## src/design/pdm_pkg.sv

```systemverilog
package pdm_pkg;

  // ----
  // register map
  // ----
  localparam int ADDR_W = 8;
  localparam logic [7:0] OFS_SYSCTL1 = 8'h00;
  localparam logic [7:0] OFS_SYSCTL2 = 8'h04;
  localparam logic [7:0] OFS_MSTBY1 = 8'h08;
  localparam logic [7:0] OFS_MSTBY2 = 8'h0c;
  localparam logic [7:0] OFS_STATUS = 8'h10;

  // ----
  // field positions
  // ----
  localparam int SC1_STBY_BIT = 7;
  localparam int SC1_WAIT_LSB = 4;
  localparam int SC2_SLP_BIT = 7;
  localparam int SC2_DIR_BIT = 5;
  localparam int SC2_CLK_LSB = 2;
  localparam int MS1_SCI_BIT = 5;
  localparam int MS1_ADC_BIT = 4;
  localparam int MS1_WDT_BIT = 3;
  localparam int MS1_TMW_BIT = 2;
  localparam int MS1_TMV_BIT = 1;
  localparam int MS2_SCI2_BIT = 7;
  localparam int STAT_ST_LSB = 0;
  localparam int STAT_CLK_LSB = 3;
  localparam int STAT_OSC_BIT = 6;

  // ----
  // reset values and writable bits
  // ----
  localparam logic [7:0] SC1_RST = 8'h00;
  localparam logic [7:0] SC2_RST = 8'h00;
  localparam logic [7:0] MS1_RST = 8'h00;
  localparam logic [7:0] MS2_RST = 8'h00;
  localparam logic [7:0] SC1_MASK = 8'hf0;
  localparam logic [7:0] SC2_MASK = 8'hbc;
  localparam logic [7:0] MS1_MASK = 8'h3e;
  localparam logic [7:0] MS2_MASK = 8'h80;

  // ----
  // clock select codes and timing counts
  // ----
  localparam logic [2:0] CLK_DIV8 = 3'h4;
  localparam logic [2:0] CLK_DIV16 = 3'h5;
  localparam logic [3:0] DIV1_LAST = 4'h0;
  localparam logic [3:0] DIV8_LAST = 4'h7;
  localparam logic [3:0] DIV16_LAST = 4'hf;
  localparam int WAIT_W = 20;
  localparam int WAIT_BASE_DEF = 1024;

  // ----
  // types
  // ----
  typedef enum logic [2:0] {
    ST_RESET = 3'b000,
    ST_ACTIVE = 3'b001,
    ST_SLEEP = 3'b010,
    ST_SUBSLEEP = 3'b011,
    ST_STANDBY = 3'b100,
    ST_SETTLE = 3'b101,
    ST_LOCKED = 3'b110
  } pdm_state_e;

  typedef struct packed {
    logic valid;
    logic write;
    logic [ADDR_W-1:0] addr;
  } ahb_req_s;

  typedef struct packed {
    logic tmv;
    logic tmw;
    logic wdt;
    logic adc;
    logic sci;
    logic sci2;
  } module_run_s;

  typedef struct packed {
    logic tmv;
    logic adc;
    logic sci;
    logic sci2;
  } module_rst_s;

endpackage

```

## src/design/pdm_clkdiv.sv

```systemverilog
`timescale 1ns/1ps
module pdm_clkdiv
  import pdm_pkg::*;
(
  // clock and reset
  input wire logic hclk,
  input wire logic hresetn,
  // control
  input wire logic run,
  input wire logic [2:0] sel,
  // enable pulse
  output logic tick
);

  logic [3:0] cnt_reg;
  logic [3:0] last;

  // terminal count per clock select code
  always_comb begin
    if (sel == CLK_DIV8) begin
      last = DIV8_LAST;
    end else if (sel == CLK_DIV16) begin
      last = DIV16_LAST;
    end else begin
      last = DIV1_LAST;
    end
  end

  // divider, stopped while clocks are halted
  always_ff @(posedge hclk or negedge hresetn) begin
    if (!hresetn) begin
      cnt_reg <= 4'h0;
      tick <= 1'b0;
    end else if (!run) begin
      cnt_reg <= 4'h0;
      tick <= 1'b0;
    end else if (cnt_reg >= last) begin
      cnt_reg <= 4'h0;
      tick <= 1'b1;
    end else begin
      cnt_reg <= cnt_reg + 4'h1;
      tick <= 1'b0;
    end
  end

endmodule

```

## src/design/pdm_sync.sv

```systemverilog
`timescale 1ns/1ps
module pdm_sync #(
  parameter int W = 1,
  parameter logic [W-1:0] RST_VAL = '0
) (
  // clock and reset
  input wire logic hclk,
  input wire logic hresetn,
  // raw and filtered level
  input wire logic [W-1:0] din,
  output logic [W-1:0] dout
);

  logic [W-1:0] s1_reg;
  logic [W-1:0] s2_reg;
  logic [W-1:0] s3_reg;

  // three stage chain, s1 feeds only s2
  always_ff @(posedge hclk or negedge hresetn) begin
    if (!hresetn) begin
      s1_reg <= RST_VAL;
      s2_reg <= RST_VAL;
      s3_reg <= RST_VAL;
    end else begin
      s1_reg <= din;
      s2_reg <= s1_reg;
      s3_reg <= s2_reg;
    end
  end

  // output follows once stages two and three agree
  always_ff @(posedge hclk or negedge hresetn) begin
    if (!hresetn) begin
      dout <= RST_VAL;
    end else begin
      for (int i = 0; i < W; i++) begin
        if (s2_reg[i] == s3_reg[i]) begin
          dout[i] <= s3_reg[i];
        end
      end
    end
  end

endmodule

```

## src/design/power_down_mode_controller.sv

```systemverilog
// The register offsets and the AHB-Lite interface to the registers were left to the implementer.
`timescale 1ns/1ps
// Functional notes
// - halt picks sleep, subsleep, standby or direct move from three bits
// - a transition with sleep select set resets timer V, serial units, converter
// - sleep halts the cpu; peripherals run at the selected clock
// - an interrupt in sleep returns to active with exception handling
// - masked or disabled interrupts do not end sleep
// - reset pin low in sleep puts the cpu in reset
// - standby stops the clock generator, cpu and peripherals
// - standby floats all port outputs, contents kept
// - standby wake restarts the clock, waits the settling time, then interrupts
// - masked or disabled interrupts do not end standby
// - after settling and pin release, reset exception handling starts
// - subsleep halts the oscillator, cpu and peripherals, ports kept
// - unmasked enabled interrupt ends subsleep after the wait time
// - a new clock select takes effect only at the next halt
// - halt with direct flag stays active at new rate, direct exception starts
// - direct interrupt disabled sends the chip to sleep instead
// - direct move with mask set gives sleep that no interrupt ends
// - module standby bit set stops that module clock, clear restores it
// - second module standby register: bit 7 second serial unit, rest read 0
// - subsleep and standby hold timer V, serial, converter in reset
// - in standby watchdog may run; timer W counts from the subclock
// - clock select 0xx undivided, 100 eighth, 101 sixteenth
module power_down_mode_controller
  import pdm_pkg::*;
#(
  parameter int IRQ_N = 8,
  parameter int WAIT_BASE = WAIT_BASE_DEF
) (
  // clock and reset
  input wire logic hclk,
  input wire logic hresetn,
  // ahb-lite slave
  input wire logic hsel,
  input wire logic [31:0] haddr,
  input wire logic [1:0] htrans,
  input wire logic hwrite,
  input wire logic [2:0] hsize,
  input wire logic hready,
  input wire logic [31:0] hwdata,
  output logic [31:0] hrdata,
  output logic hreadyout,
  output logic hresp,
  // cpu and interrupt logic
  input wire logic halt_exec,
  input wire logic ccr_imask,
  input wire logic [IRQ_N-1:0] irq_req,
  input wire logic [IRQ_N-1:0] irq_en,
  input wire logic direct_irq_en,
  // pins and peripheral clock source selects
  input wire logic reset_pin_n,
  input wire logic wdt_int_osc_sel,
  input wire logic tmw_internal_clk_sel,
  // cpu control
  output logic cpu_halt,
  output logic cpu_reset,
  output logic irq_exc_start,
  output logic direct_exc_start,
  output logic reset_exc_start,
  // clocking and peripherals
  output logic osc_run,
  output logic port_hiz,
  output logic periph_tick,
  output module_run_s mod_run,
  output module_rst_s mod_rst,
  output logic tmw_subclk,
  output logic [2:0] mode_state
);

  // ----
  // declarations
  // ----
  pdm_state_e state_reg;
  pdm_state_e state_next;
  ahb_req_s dph_reg;
  logic [7:0] sc1_reg;
  logic [7:0] sc2_reg;
  logic [7:0] ms1_reg;
  logic [7:0] ms2_reg;
  logic [2:0] clk_applied_reg;
  logic [WAIT_W-1:0] wait_reg;
  logic pin_n_s;
  logic accept;
  logic wake;
  logic load_wait;
  logic fire_irq;
  logic fire_dir;
  logic fire_rst;
  logic apply_clk;
  logic sel_xfer;
  logic clk_run;
  logic standby_select;
  logic sleep_select;
  logic direct_transfer_flag;
  logic [2:0] active_clock_select;
  logic [2:0] wake_wait_time;

  // settling count for a wait time code
  function automatic logic [WAIT_W-1:0] wait_load(input logic [2:0] code);
    logic [WAIT_W-1:0] base;
    base = WAIT_W'(WAIT_BASE);
    return base << code;
  endfunction

  // register read decode
  function automatic logic [7:0] reg_read(input logic [ADDR_W-1:0] a);
    logic [7:0] v;
    v = 8'h00;
    case (a)
      OFS_SYSCTL1: v = sc1_reg;
      OFS_SYSCTL2: v = sc2_reg;
      OFS_MSTBY1: v = ms1_reg;
      OFS_MSTBY2: v = ms2_reg;
      OFS_STATUS: begin
        v[STAT_ST_LSB +: 3] = state_reg;
        v[STAT_CLK_LSB +: 3] = clk_applied_reg;
        v[STAT_OSC_BIT] = osc_run;
      end
      default: v = 8'h00;
    endcase
    return v;
  endfunction

  // ----
  // inputs and fields
  // ----
  pdm_sync #(
    .W(1),
    .RST_VAL(1'b0)
  ) u_pin_sync (
    .hclk(hclk),
    .hresetn(hresetn),
    .din(reset_pin_n),
    .dout(pin_n_s)
  );

  // control fields out of the system control registers
  assign standby_select = sc1_reg[SC1_STBY_BIT];
  assign wake_wait_time = sc1_reg[SC1_WAIT_LSB +: 3];
  assign sleep_select = sc2_reg[SC2_SLP_BIT];
  assign direct_transfer_flag = sc2_reg[SC2_DIR_BIT];
  assign active_clock_select = sc2_reg[SC2_CLK_LSB +: 3];

  assign wake = (|(irq_req & irq_en)) & !ccr_imask;

  // ----
  // ahb-lite slave
  // ----
  assign accept = hsel & htrans[1] & hready;

  // address phase capture, cleared when the data phase ends
  always_ff @(posedge hclk or negedge hresetn) begin
    if (!hresetn) begin
      dph_reg <= '0;
    end else if (accept) begin
      dph_reg <= '{valid: 1'b1, write: hwrite, addr: haddr[ADDR_W-1:0]};
    end else if (hready) begin
      dph_reg.valid <= 1'b0;
    end
  end

  // one wait state on reads, writes complete at once
  always_ff @(posedge hclk or negedge hresetn) begin
    if (!hresetn) begin
      hreadyout <= 1'b1;
      hresp <= 1'b0;
    end else begin
      hreadyout <= !(accept & !hwrite);
      hresp <= 1'b0;
    end
  end

  // read data, unmapped offsets read zero
  always_ff @(posedge hclk or negedge hresetn) begin
    if (!hresetn) begin
      hrdata <= 32'h0000_0000;
    end else if (dph_reg.valid & !dph_reg.write & !hreadyout) begin
      hrdata <= {24'h00_0000, reg_read(dph_reg.addr)};
    end
  end

  // register writes, reserved bits forced to zero
  always_ff @(posedge hclk or negedge hresetn) begin
    if (!hresetn) begin
      sc1_reg <= SC1_RST;
      sc2_reg <= SC2_RST;
      ms1_reg <= MS1_RST;
      ms2_reg <= MS2_RST;
    end else if (state_reg == ST_RESET) begin
      sc1_reg <= SC1_RST;
      sc2_reg <= SC2_RST;
      ms1_reg <= MS1_RST;
      ms2_reg <= MS2_RST;
    end else if (dph_reg.valid & dph_reg.write & hready) begin
      case (dph_reg.addr)
        OFS_SYSCTL1: sc1_reg <= hwdata[7:0] & SC1_MASK;
        OFS_SYSCTL2: sc2_reg <= hwdata[7:0] & SC2_MASK;
        OFS_MSTBY1: ms1_reg <= hwdata[7:0] & MS1_MASK;
        OFS_MSTBY2: ms2_reg <= hwdata[7:0] & MS2_MASK;
        default: ;
      endcase
    end
  end

  // ----
  // mode sequencer
  // ----
  always_comb begin
    state_next = state_reg;
    load_wait = 1'b0;
    fire_irq = 1'b0;
    fire_dir = 1'b0;
    fire_rst = 1'b0;
    apply_clk = 1'b0;
    sel_xfer = 1'b0;
    if (!pin_n_s) begin
      state_next = ST_RESET;
      // clock restarts while pin held low
      if ((state_reg == ST_STANDBY) || (state_reg == ST_SUBSLEEP)) begin
        load_wait = 1'b1;
      end
    end else begin
      case (state_reg)
        ST_RESET: begin
          if (wait_reg == '0) begin
            state_next = ST_ACTIVE;
            fire_rst = 1'b1;
          end
        end
        ST_ACTIVE: begin
          if (halt_exec) begin
            apply_clk = 1'b1;
            sel_xfer = sleep_select;
            if (direct_transfer_flag) begin
              if (ccr_imask) begin
                state_next = ST_LOCKED;
              end else if (!direct_irq_en) begin
                state_next = ST_SLEEP;
              end else begin
                fire_dir = 1'b1;
              end
            end else if (standby_select) begin
              state_next = ST_STANDBY;
            end else if (sleep_select) begin
              state_next = ST_SUBSLEEP;
            end else begin
              state_next = ST_SLEEP;
            end
          end
        end
        ST_SLEEP: begin
          if (wake) begin
            state_next = ST_ACTIVE;
            fire_irq = 1'b1;
          end
        end
        ST_SUBSLEEP, ST_STANDBY: begin
          if (wake) begin
            state_next = ST_SETTLE;
            load_wait = 1'b1;
          end
        end
        ST_SETTLE: begin
          if (wait_reg == '0) begin
            state_next = ST_ACTIVE;
            fire_irq = 1'b1;
          end
        end
        ST_LOCKED: state_next = ST_LOCKED;
        default: state_next = ST_RESET;
      endcase
    end
  end

  // state register
  always_ff @(posedge hclk or negedge hresetn) begin
    if (!hresetn) begin
      state_reg <= ST_RESET;
    end else begin
      state_reg <= state_next;
    end
  end

  always_ff @(posedge hclk or negedge hresetn) begin
    if (!hresetn) begin
      wait_reg <= '0;
    end else if (load_wait) begin
      wait_reg <= wait_load(wake_wait_time);
    end else if (wait_reg != '0) begin
      wait_reg <= wait_reg - WAIT_W'(1);
    end
  end

  always_ff @(posedge hclk or negedge hresetn) begin
    if (!hresetn) begin
      clk_applied_reg <= 3'h0;
    end else if (apply_clk) begin
      clk_applied_reg <= active_clock_select;
    end
  end

  // ----
  // clocks and peripheral control
  // ----
  // peripherals clocked in active, sleep and locked sleep
  assign clk_run = (state_next == ST_ACTIVE) || (state_next == ST_SLEEP) ||
                   (state_next == ST_LOCKED);

  pdm_clkdiv u_div (
    .hclk(hclk),
    .hresetn(hresetn),
    .run(clk_run),
    .sel(clk_applied_reg),
    .tick(periph_tick)
  );

  // cpu control and exception starts
  always_ff @(posedge hclk or negedge hresetn) begin
    if (!hresetn) begin
      cpu_halt <= 1'b0;
      cpu_reset <= 1'b1;
      irq_exc_start <= 1'b0;
      direct_exc_start <= 1'b0;
      reset_exc_start <= 1'b0;
      mode_state <= ST_RESET;
    end else begin
      cpu_halt <= (state_next != ST_ACTIVE) && (state_next != ST_RESET);
      cpu_reset <= state_next == ST_RESET;
      irq_exc_start <= fire_irq;
      direct_exc_start <= fire_dir;
      reset_exc_start <= fire_rst;
      mode_state <= state_next;
    end
  end

  always_ff @(posedge hclk or negedge hresetn) begin
    if (!hresetn) begin
      osc_run <= 1'b1;
      port_hiz <= 1'b0;
    end else begin
      osc_run <= (state_next != ST_STANDBY) && (state_next != ST_SUBSLEEP);
      port_hiz <= state_next == ST_STANDBY;
    end
  end

  always_ff @(posedge hclk or negedge hresetn) begin
    if (!hresetn) begin
      mod_run <= '0;
      tmw_subclk <= 1'b0;
    end else begin
      mod_run.tmv <= clk_run & !ms1_reg[MS1_TMV_BIT];
      mod_run.adc <= clk_run & !ms1_reg[MS1_ADC_BIT];
      mod_run.sci <= clk_run & !ms1_reg[MS1_SCI_BIT];
      mod_run.sci2 <= clk_run & !ms2_reg[MS2_SCI2_BIT];
      mod_run.wdt <= (clk_run & !ms1_reg[MS1_WDT_BIT]) | wdt_int_osc_sel;
      mod_run.tmw <= (clk_run & !ms1_reg[MS1_TMW_BIT]) |
                     ((state_next == ST_STANDBY) & tmw_internal_clk_sel);
      tmw_subclk <= (state_next == ST_STANDBY) & tmw_internal_clk_sel;
    end
  end

  // reset pulse on sleep select transition
  always_ff @(posedge hclk or negedge hresetn) begin
    if (!hresetn) begin
      mod_rst <= '1;
    end else begin
      mod_rst <= {4{sel_xfer || (state_next == ST_SUBSLEEP) ||
                    (state_next == ST_STANDBY) || (state_next == ST_SETTLE) ||
                    (state_next == ST_RESET)}};
    end
  end

endmodule

```

## config.mk

```make
export PLATFORM = sky130hd
export DESIGN_NAME = power_down_mode_controller
export DESIGN_NICKNAME = d
export VERILOG_FILES = /design/src/design/pdm_pkg.sv /design/src/design/pdm_clkdiv.sv /design/src/design/pdm_sync.sv /design/src/design/power_down_mode_controller.sv
export SDC_FILE = /design/constraint.sdc
export NUM_CORES = 1
export LEC_CHECK = 0
export ABC_AREA = 1
export BUFFER_PORTS_ARGS = -buffer_cell sky130_fd_sc_hd__buf_4
export CORE_MARGIN = 3
export CORE_UTILIZATION = 40
export DETAILED_ROUTE_END_ITERATION = 16
export MAX_ROUTING_LAYER = met4
export PLACE_DENSITY_LB_ADDON = 0.15
export SYNTH_ARGS = -nofsm -noshare
export SYNTH_HDL_FRONTEND = slang
export SYNTH_SLANG_ARGS = --single-unit
```

## constraint.sdc

```tcl
create_clock -name hclk -period 1.6 [get_ports hclk]
set_input_delay 0.32 -clock hclk [delete_from_list [all_inputs] [get_ports hclk]]
set_output_delay 0.32 -clock hclk [all_outputs]
set_load 0.03 [all_outputs]
```

==> out/metrics.cfg, run 1 <==
[status]
outcome = complete, but fails checks
violations = negative setup slack

[clocking]
clk_latency_ns = 0.37
clock_path_buffers = 2
cts_sinks = 84
numCtsBuffers = 9
cts_tree = built
htree_num_levels = 3
path_clk_slew_ns = 0.08
clock_tree.root_cell = clkbuf_8

[yosys]
synthFlopType = dfrtp_1
seq_area_frac_synth_pct = 48.3
synth_area_per_cell_sq_um = 8.31
netlist.area_leader.share_pct = 45.9
async_flop_share_pct = 100
syn-instance-count = 525
synth_edf_count = 0
syn_area_sq_um = 4360
yosys-top-cells-area = dfrtp_1 46%, nand2_1 10%, inv_1 5.2%
yosysUniqueCellTypes = 42
yosys_register_bits = 84
synth_top_area_cell = dfrtp_1
yosysWarnings = 0

[global_route]
groute.usage.overall_pct = 18.3
grt_pass1_wl_um = 17700
grt_antenna_before_repair = 0
grt_max_degree = 34
grt_overflow = 0
grt_pass1_vias = 3767

[die]
core_area_sq_um = 10500
die_area_sq_um = 12200
die_w_um = 110
start_util_pct = 41.7
fp.dieH_um = 110
pin_count = 152
fp-row-count = 37

[layout]
area_delta_synth_final_pct = 42.2
largest_register_ffs = 20
final_area_sq_um = 6200
drive_above_1_share_pct = 40.7
num-fill-cells = 949
fin_nets = 797
final_cell_mix = 161 x buf_4, 103 x nand2_1, 77 x dfrtp_1
n_antenna_cell = 0
final_common_cell = buf_4

[worst_setup_path]
path_class = register to register
cp_max_fo = 5
worstPathArrival_ns = 2.00
end_kind = register
required_ns = 1.90
ff2ff_path_depth = 13
cp-start-kind = register
cp-startpoint = wait_reg[1]
rr_startpoint = wait_reg[1]

[drt]
post-route-drc-count = 0
drt-total-wl_um = 10700
wl_per_cell_um = 12.8
vias = 3928
drt-initial-drc-count = 180
ant_nets = 0
dr.pass1.iters = 4
via_per_inst = 4.70

[timing]
setup_tns_ns = -0.802
setup_violations = 17
period_minus_slack_ns = 1.70
finClkSkew_ns = 0.0129
hold_viol_final = 0
worst_slack_ns = -0.0962
maxSlewViolCount = 0
rsz0062_at_grt = yes
max_freq_mhz = 590
hold_slack_ns = 0.0615
min_period_over_period_pct = 106

[run]
max_cap_violations = 0

[power_and_ir_drop]
p_leak_uw = 0.00315
power_uw = 6510
ir_drop_mv = 0.778
powerDensity_nw_per_um2 = 1050

[placed_design]
gp_congestion = 0.842
place_area_sq_um = 5610
io_buffers = 73
dp_hpwl_um = 8180

[min_path]
min_from = reset_pin_n
hold_path_depth = 1
hold_class = input port to register

final timing paths:
path / end / slack, ns
worst max-delay path: mod_run[4] / -0.1
worst min-delay path: u_pin_sync.s1_reg / 0.06
worst max register to register: mod_run[4] / -0.1
worst min register to register: u_pin_sync.s2_reg / 0.36
max in group asynchronous: hreadyout / 0.59
min in group asynchronous: wait_reg[5] / 0.42
stage by stage:
stage / instances / setup WS, ns / util (%)
finish: 836 / -0.0962 / 59.3
global route: 836 / -0.235 / 59.3
CTS: 830 / -0.0713 / 56.9
detailed placement: 806 / -0.225 / 53.6
global placement: 806 / -0.210 / 53.6
floorplan: 549 / -0.000834 / -
power by group:
group | internal (uW) | switching [uW] | total (uW)
Clock | 769 | 761 | 1530
Sequential | 2430 | 214 | 2640
Combinational | 1190 | 1150 | 2340
cells by family after synthesis:
logic type      after synthesis  synth area share [%]
compound gates               80                  10.0
flops                        84                  48.3
fa+ha+maj                     7                  1.95
xor+xnor                      9                  1.81
buf+inv                     100                  11.2
other cells                   1                0.0860
simple gates                238                  25.1
mux                           6                  1.55
per-layer routing:
metal	vias to the layer above	GRT usage, %	wire, um
met5	-	-	0
met4	0	6.08	204
met3	17	4.66	625
met2	123	27.8	4950
met1	1799	23.9	4890
li1	1989	-	-
synth_stat cells, types with 2 or more instances:
cell      instances
a21oi_1          35
a31o_2            3
buf_2             2
buf_4            29
clkbuf_1          3
dfrtp_1          80
dfstp_2           4
ha_1              6
inv_1            61
inv_2             4
mux2_2            6
nand2_1         120
nand2_2           3
nand3_1          28
nand3_2           4
nand4_1          11
nor2_1           45
nor2_2            5
nor2_4            3
nor3_1            7
nor3_2            2
o21ai_0          30
o21ai_1           4
o22ai_1           3
or2_2             3
xor2_1            8
area by class of cell:
cell class | count | area (sq um) | area share, %
clock inverters | 5 | 61.3 | 0.989
inverters | 65 | 249 | 4.02
flip-flops and latches | 84 | 2110 | 34.0
multi-input cells | 366 | 2140 | 34.5
repair buffers | 169 | 1330 | 21.4
clock buffers | 11 | 141 | 2.28
well taps | 136 | 170 | 2.74
repair_timing:
| item | CTS | global route |
|---|---|---|
| hold endpoints to repair | 25 | 0 |
| setup buffers | 6 | 6 |
| hold buffers | 1 | 0 |
| resized for setup | 20 | 67 |
| gates cloned | 1 | 0 |
| pin swaps | 13 | 13 |
| endpoints found under the setup margin | 36 | 54 |
critical path: stages (launching register included):
cell and delay [ns]:
dfrtp_1 0.40, inv_2 0.08, ha_4 0.15, nand2_4 0.06
nor2_4 0.11, nand3_4 0.11, nand2_2 0.08, nand2_2 0.06
nand3_4 0.08, buf_6 0.12, nand4_4 0.16, nand2_4 0.11
nand2_2 0.06, nand2_1 0.05
(Power assumes the default switching activity.)
==> inputs of run 2 (changes only) <==
--- a/config.mk
+++ b/config.mk
@@ -8,7 +8,7 @@
 export ABC_AREA = 1
 export BUFFER_PORTS_ARGS = -buffer_cell sky130_fd_sc_hd__buf_4
 export CORE_MARGIN = 3
-export CORE_UTILIZATION = 40
+export CORE_UTILIZATION = 45
 export DETAILED_ROUTE_END_ITERATION = 16
 export MAX_ROUTING_LAYER = met4
 export PLACE_DENSITY_LB_ADDON = 0.15
==> out/metrics.cfg, run 2 (synthesis gave the netlist of run 1 again) <==
[status]
outcome = complete, but fails checks
violations = negative setup slack

[worst_setup_path]
r2r_setup_slack_ns = -0.13  ; -0.03 ns
cp-start-kind = register
cp_max_fo = 6  ; +1
r2r_end = wait_reg[14]
path_class = register to register
end_kind = register
ff2ff_path_depth = 8  ; -5
crit_end = wait_reg[14]
worstPathArrival_ns = 2.02  ; +0.02 ns
path_cells = inv_4, nand3_2, and2_4, a21oi_4, clkinv_4, nor2_4, nand2_2, a21oi_2
slowest_stage = dfrtp_2
required_ns = 1.89  ; about the same
rr_startpoint = mode_state[2]
cp-startpoint = mode_state[2]
slowest_delay_ns = 0.48  ; +0.08 ns

[die]
die_area_sq_um = 10900  ; -11%
die_w_um = 104  ; -5.4%
start_util_pct = 46.8  ; +5.1 points
core_area_sq_um = 9330  ; -11%
pin_count = 152  ; unchanged
fp-row-count = 35  ; -5.4%
fp.dieH_um = 104  ; -5.4%

[drt]
via_per_inst = 4.94  ; +5.2%
drt-total-wl_um = 11600  ; +8.8%
dr.pass1.iters = 4  ; unchanged
vias = 4091  ; +4.1%
drt-initial-drc-count = 118  ; -34%
ant_nets = 0  ; unchanged
post-route-drc-count = 0  ; unchanged
wl_per_cell_um = 14.0  ; +9.9%

[placed_design]
dp_hpwl_um = 8120  ; -0.67%
io_buffers = 73  ; unchanged
post-place-ws_ns = -0.205  ; +0.0195 ns
gp_congestion = 0.855  ; +1.6%

[layout]
num-fill-cells = 768  ; -19%
area_delta_synth_final_pct = 45.5
register_area_sq_um = 2110  ; unchanged
final_common_cell = buf_4
final_cell_mix = 157 x buf_4, 94 x nand2_1, 77 x dfrtp_1
multi_input_area_sq_um = 2320  ; +8.2%
n_antenna_cell = 0  ; unchanged
fin_nets = 796  ; -0.13%
largest_register_ffs = 20  ; unchanged
drive_above_1_share_pct = 46.2  ; +5.5 points

[clocking]
clock_tree.root_cell = clkbuf_8
cts_sinks = 84  ; unchanged
numCtsBuffers = 9  ; unchanged
clk_latency_ns = 0.37  ; about the same
htree_num_levels = 3  ; unchanged
cts_tree = built
path_clk_slew_ns = 0.09  ; about the same
clock_path_buffers = 2  ; unchanged

[timing]
rsz0062_at_grt = yes
min_period_over_period_pct = 108  ; +2.1 points
finClkSkew_ns = 0.0156  ; +0.00276 ns
setup_tns_ns = -1.66  ; -0.858 ns
slew_headroom_pct = 56.2
max_freq_mhz = 578  ; -2.0%
worst_slack_ns = -0.130  ; -0.0341 ns
hold_viol_final = 0  ; unchanged
period_minus_slack_ns = 1.73  ; +0.0341 ns
tightest_slew_ns = 0.657
setup_violations = 31  ; +14
maxSlewViolCount = 0  ; unchanged
hold_slack_ns = 0.0693  ; +0.00773 ns

[global_route]
grt_overflow = 0  ; unchanged
grt_pass1_vias = 4020  ; +6.7%
grt_pass1_wl_um = 18200  ; +2.9%
groute.usage.overall_pct = 21.0  ; +2.8 points
grt_antenna_before_repair = 0  ; unchanged
grt_max_degree = 48  ; +41%

[power_and_ir_drop]
power_uw = 6640  ; +2.0%
powerDensity_nw_per_um2 = 1050  ; -0.35%
ir_drop_mv = 0.483  ; -38%
p_leak_uw = 0.00316  ; +0.54%

[run]
max_cap_violations = 0  ; unchanged

[min_path]
hold_class = input port to register
min_from = reset_pin_n

-- run 2: critical path, delay by kind of cell (launching register included) --
kind / cells / cell delay, ns
simple gates: 4 / 0.58
flops: 1 / 0.48
compound gates: 2 / 0.31
buf+inv: 2 / 0.28
-- run 2: stage by stage --
step / cell area, sq um / util, % / instances
after global routing: 6350 / 68.0 / 828
after floorplan: 4480 / - / 549
after detailed placement: 5550 / 59.5 / 794
after global placement: 5550 / 59.5 / 794
final: 6350 / 68.0 / 828
after CTS: 5920 / 63.5 / 817
-- run 2: power by group --
| group | internal (uW) | switching, uW | total, uW |
|---|---|---|---|
| logic | 1280 | 1270 | 2540 |
| clock network | 588 | 857 | 1450 |
| registers | 2430 | 229 | 2650 |
-- run 2: timing repair --
item | CTS | global route
endpoints found under the hold margin | 10 | 0
gates resized for setup | 34 | 111
setup endpoints to repair | 42 | 63
buffers inserted | 5 | 11
pin swaps | 14 | 32
hold buffers | 1 | 0
cloned | 1 | 0
-- run 2: worst min-delay path by stage --
| stage | to | cells past startpoint | slack, ns |
|---|---|---|---|
| 6_report | u_pin_sync.s1_reg | 1 | 0.07 |
| 5_1_grt | u_pin_sync.s1_reg | 1 | 0.07 |
| 4_1_cts | u_pin_sync.s1_reg | 1 | 0.07 |
| 3_5_place_dp | u_pin_sync.s1_reg | 1 | 0.18 |
| 3_3_place_gp | u_pin_sync.s1_reg | 1 | 0.18 |
| 2_1_floorplan | clk_applied_reg[0] | 0 | 0.02 |
-- run 2: final cells by class --
class                           instances  area share (%)
Clock inverter                          7           0.926
Multi-Input combinational cell        366            36.5
Tap cell                              129            2.54
Sequential cell                        84            33.3
Timing Repair Buffer                  168            20.8
Clock buffer                            9            1.95
Inverter                               65            4.04
-- run 2: metal layers --
metal	track usage, %	wire length [um]
met1	27.4	5090
met3	4.22	649
met4	8.17	249
met5	-	0
met2	32.5	5610
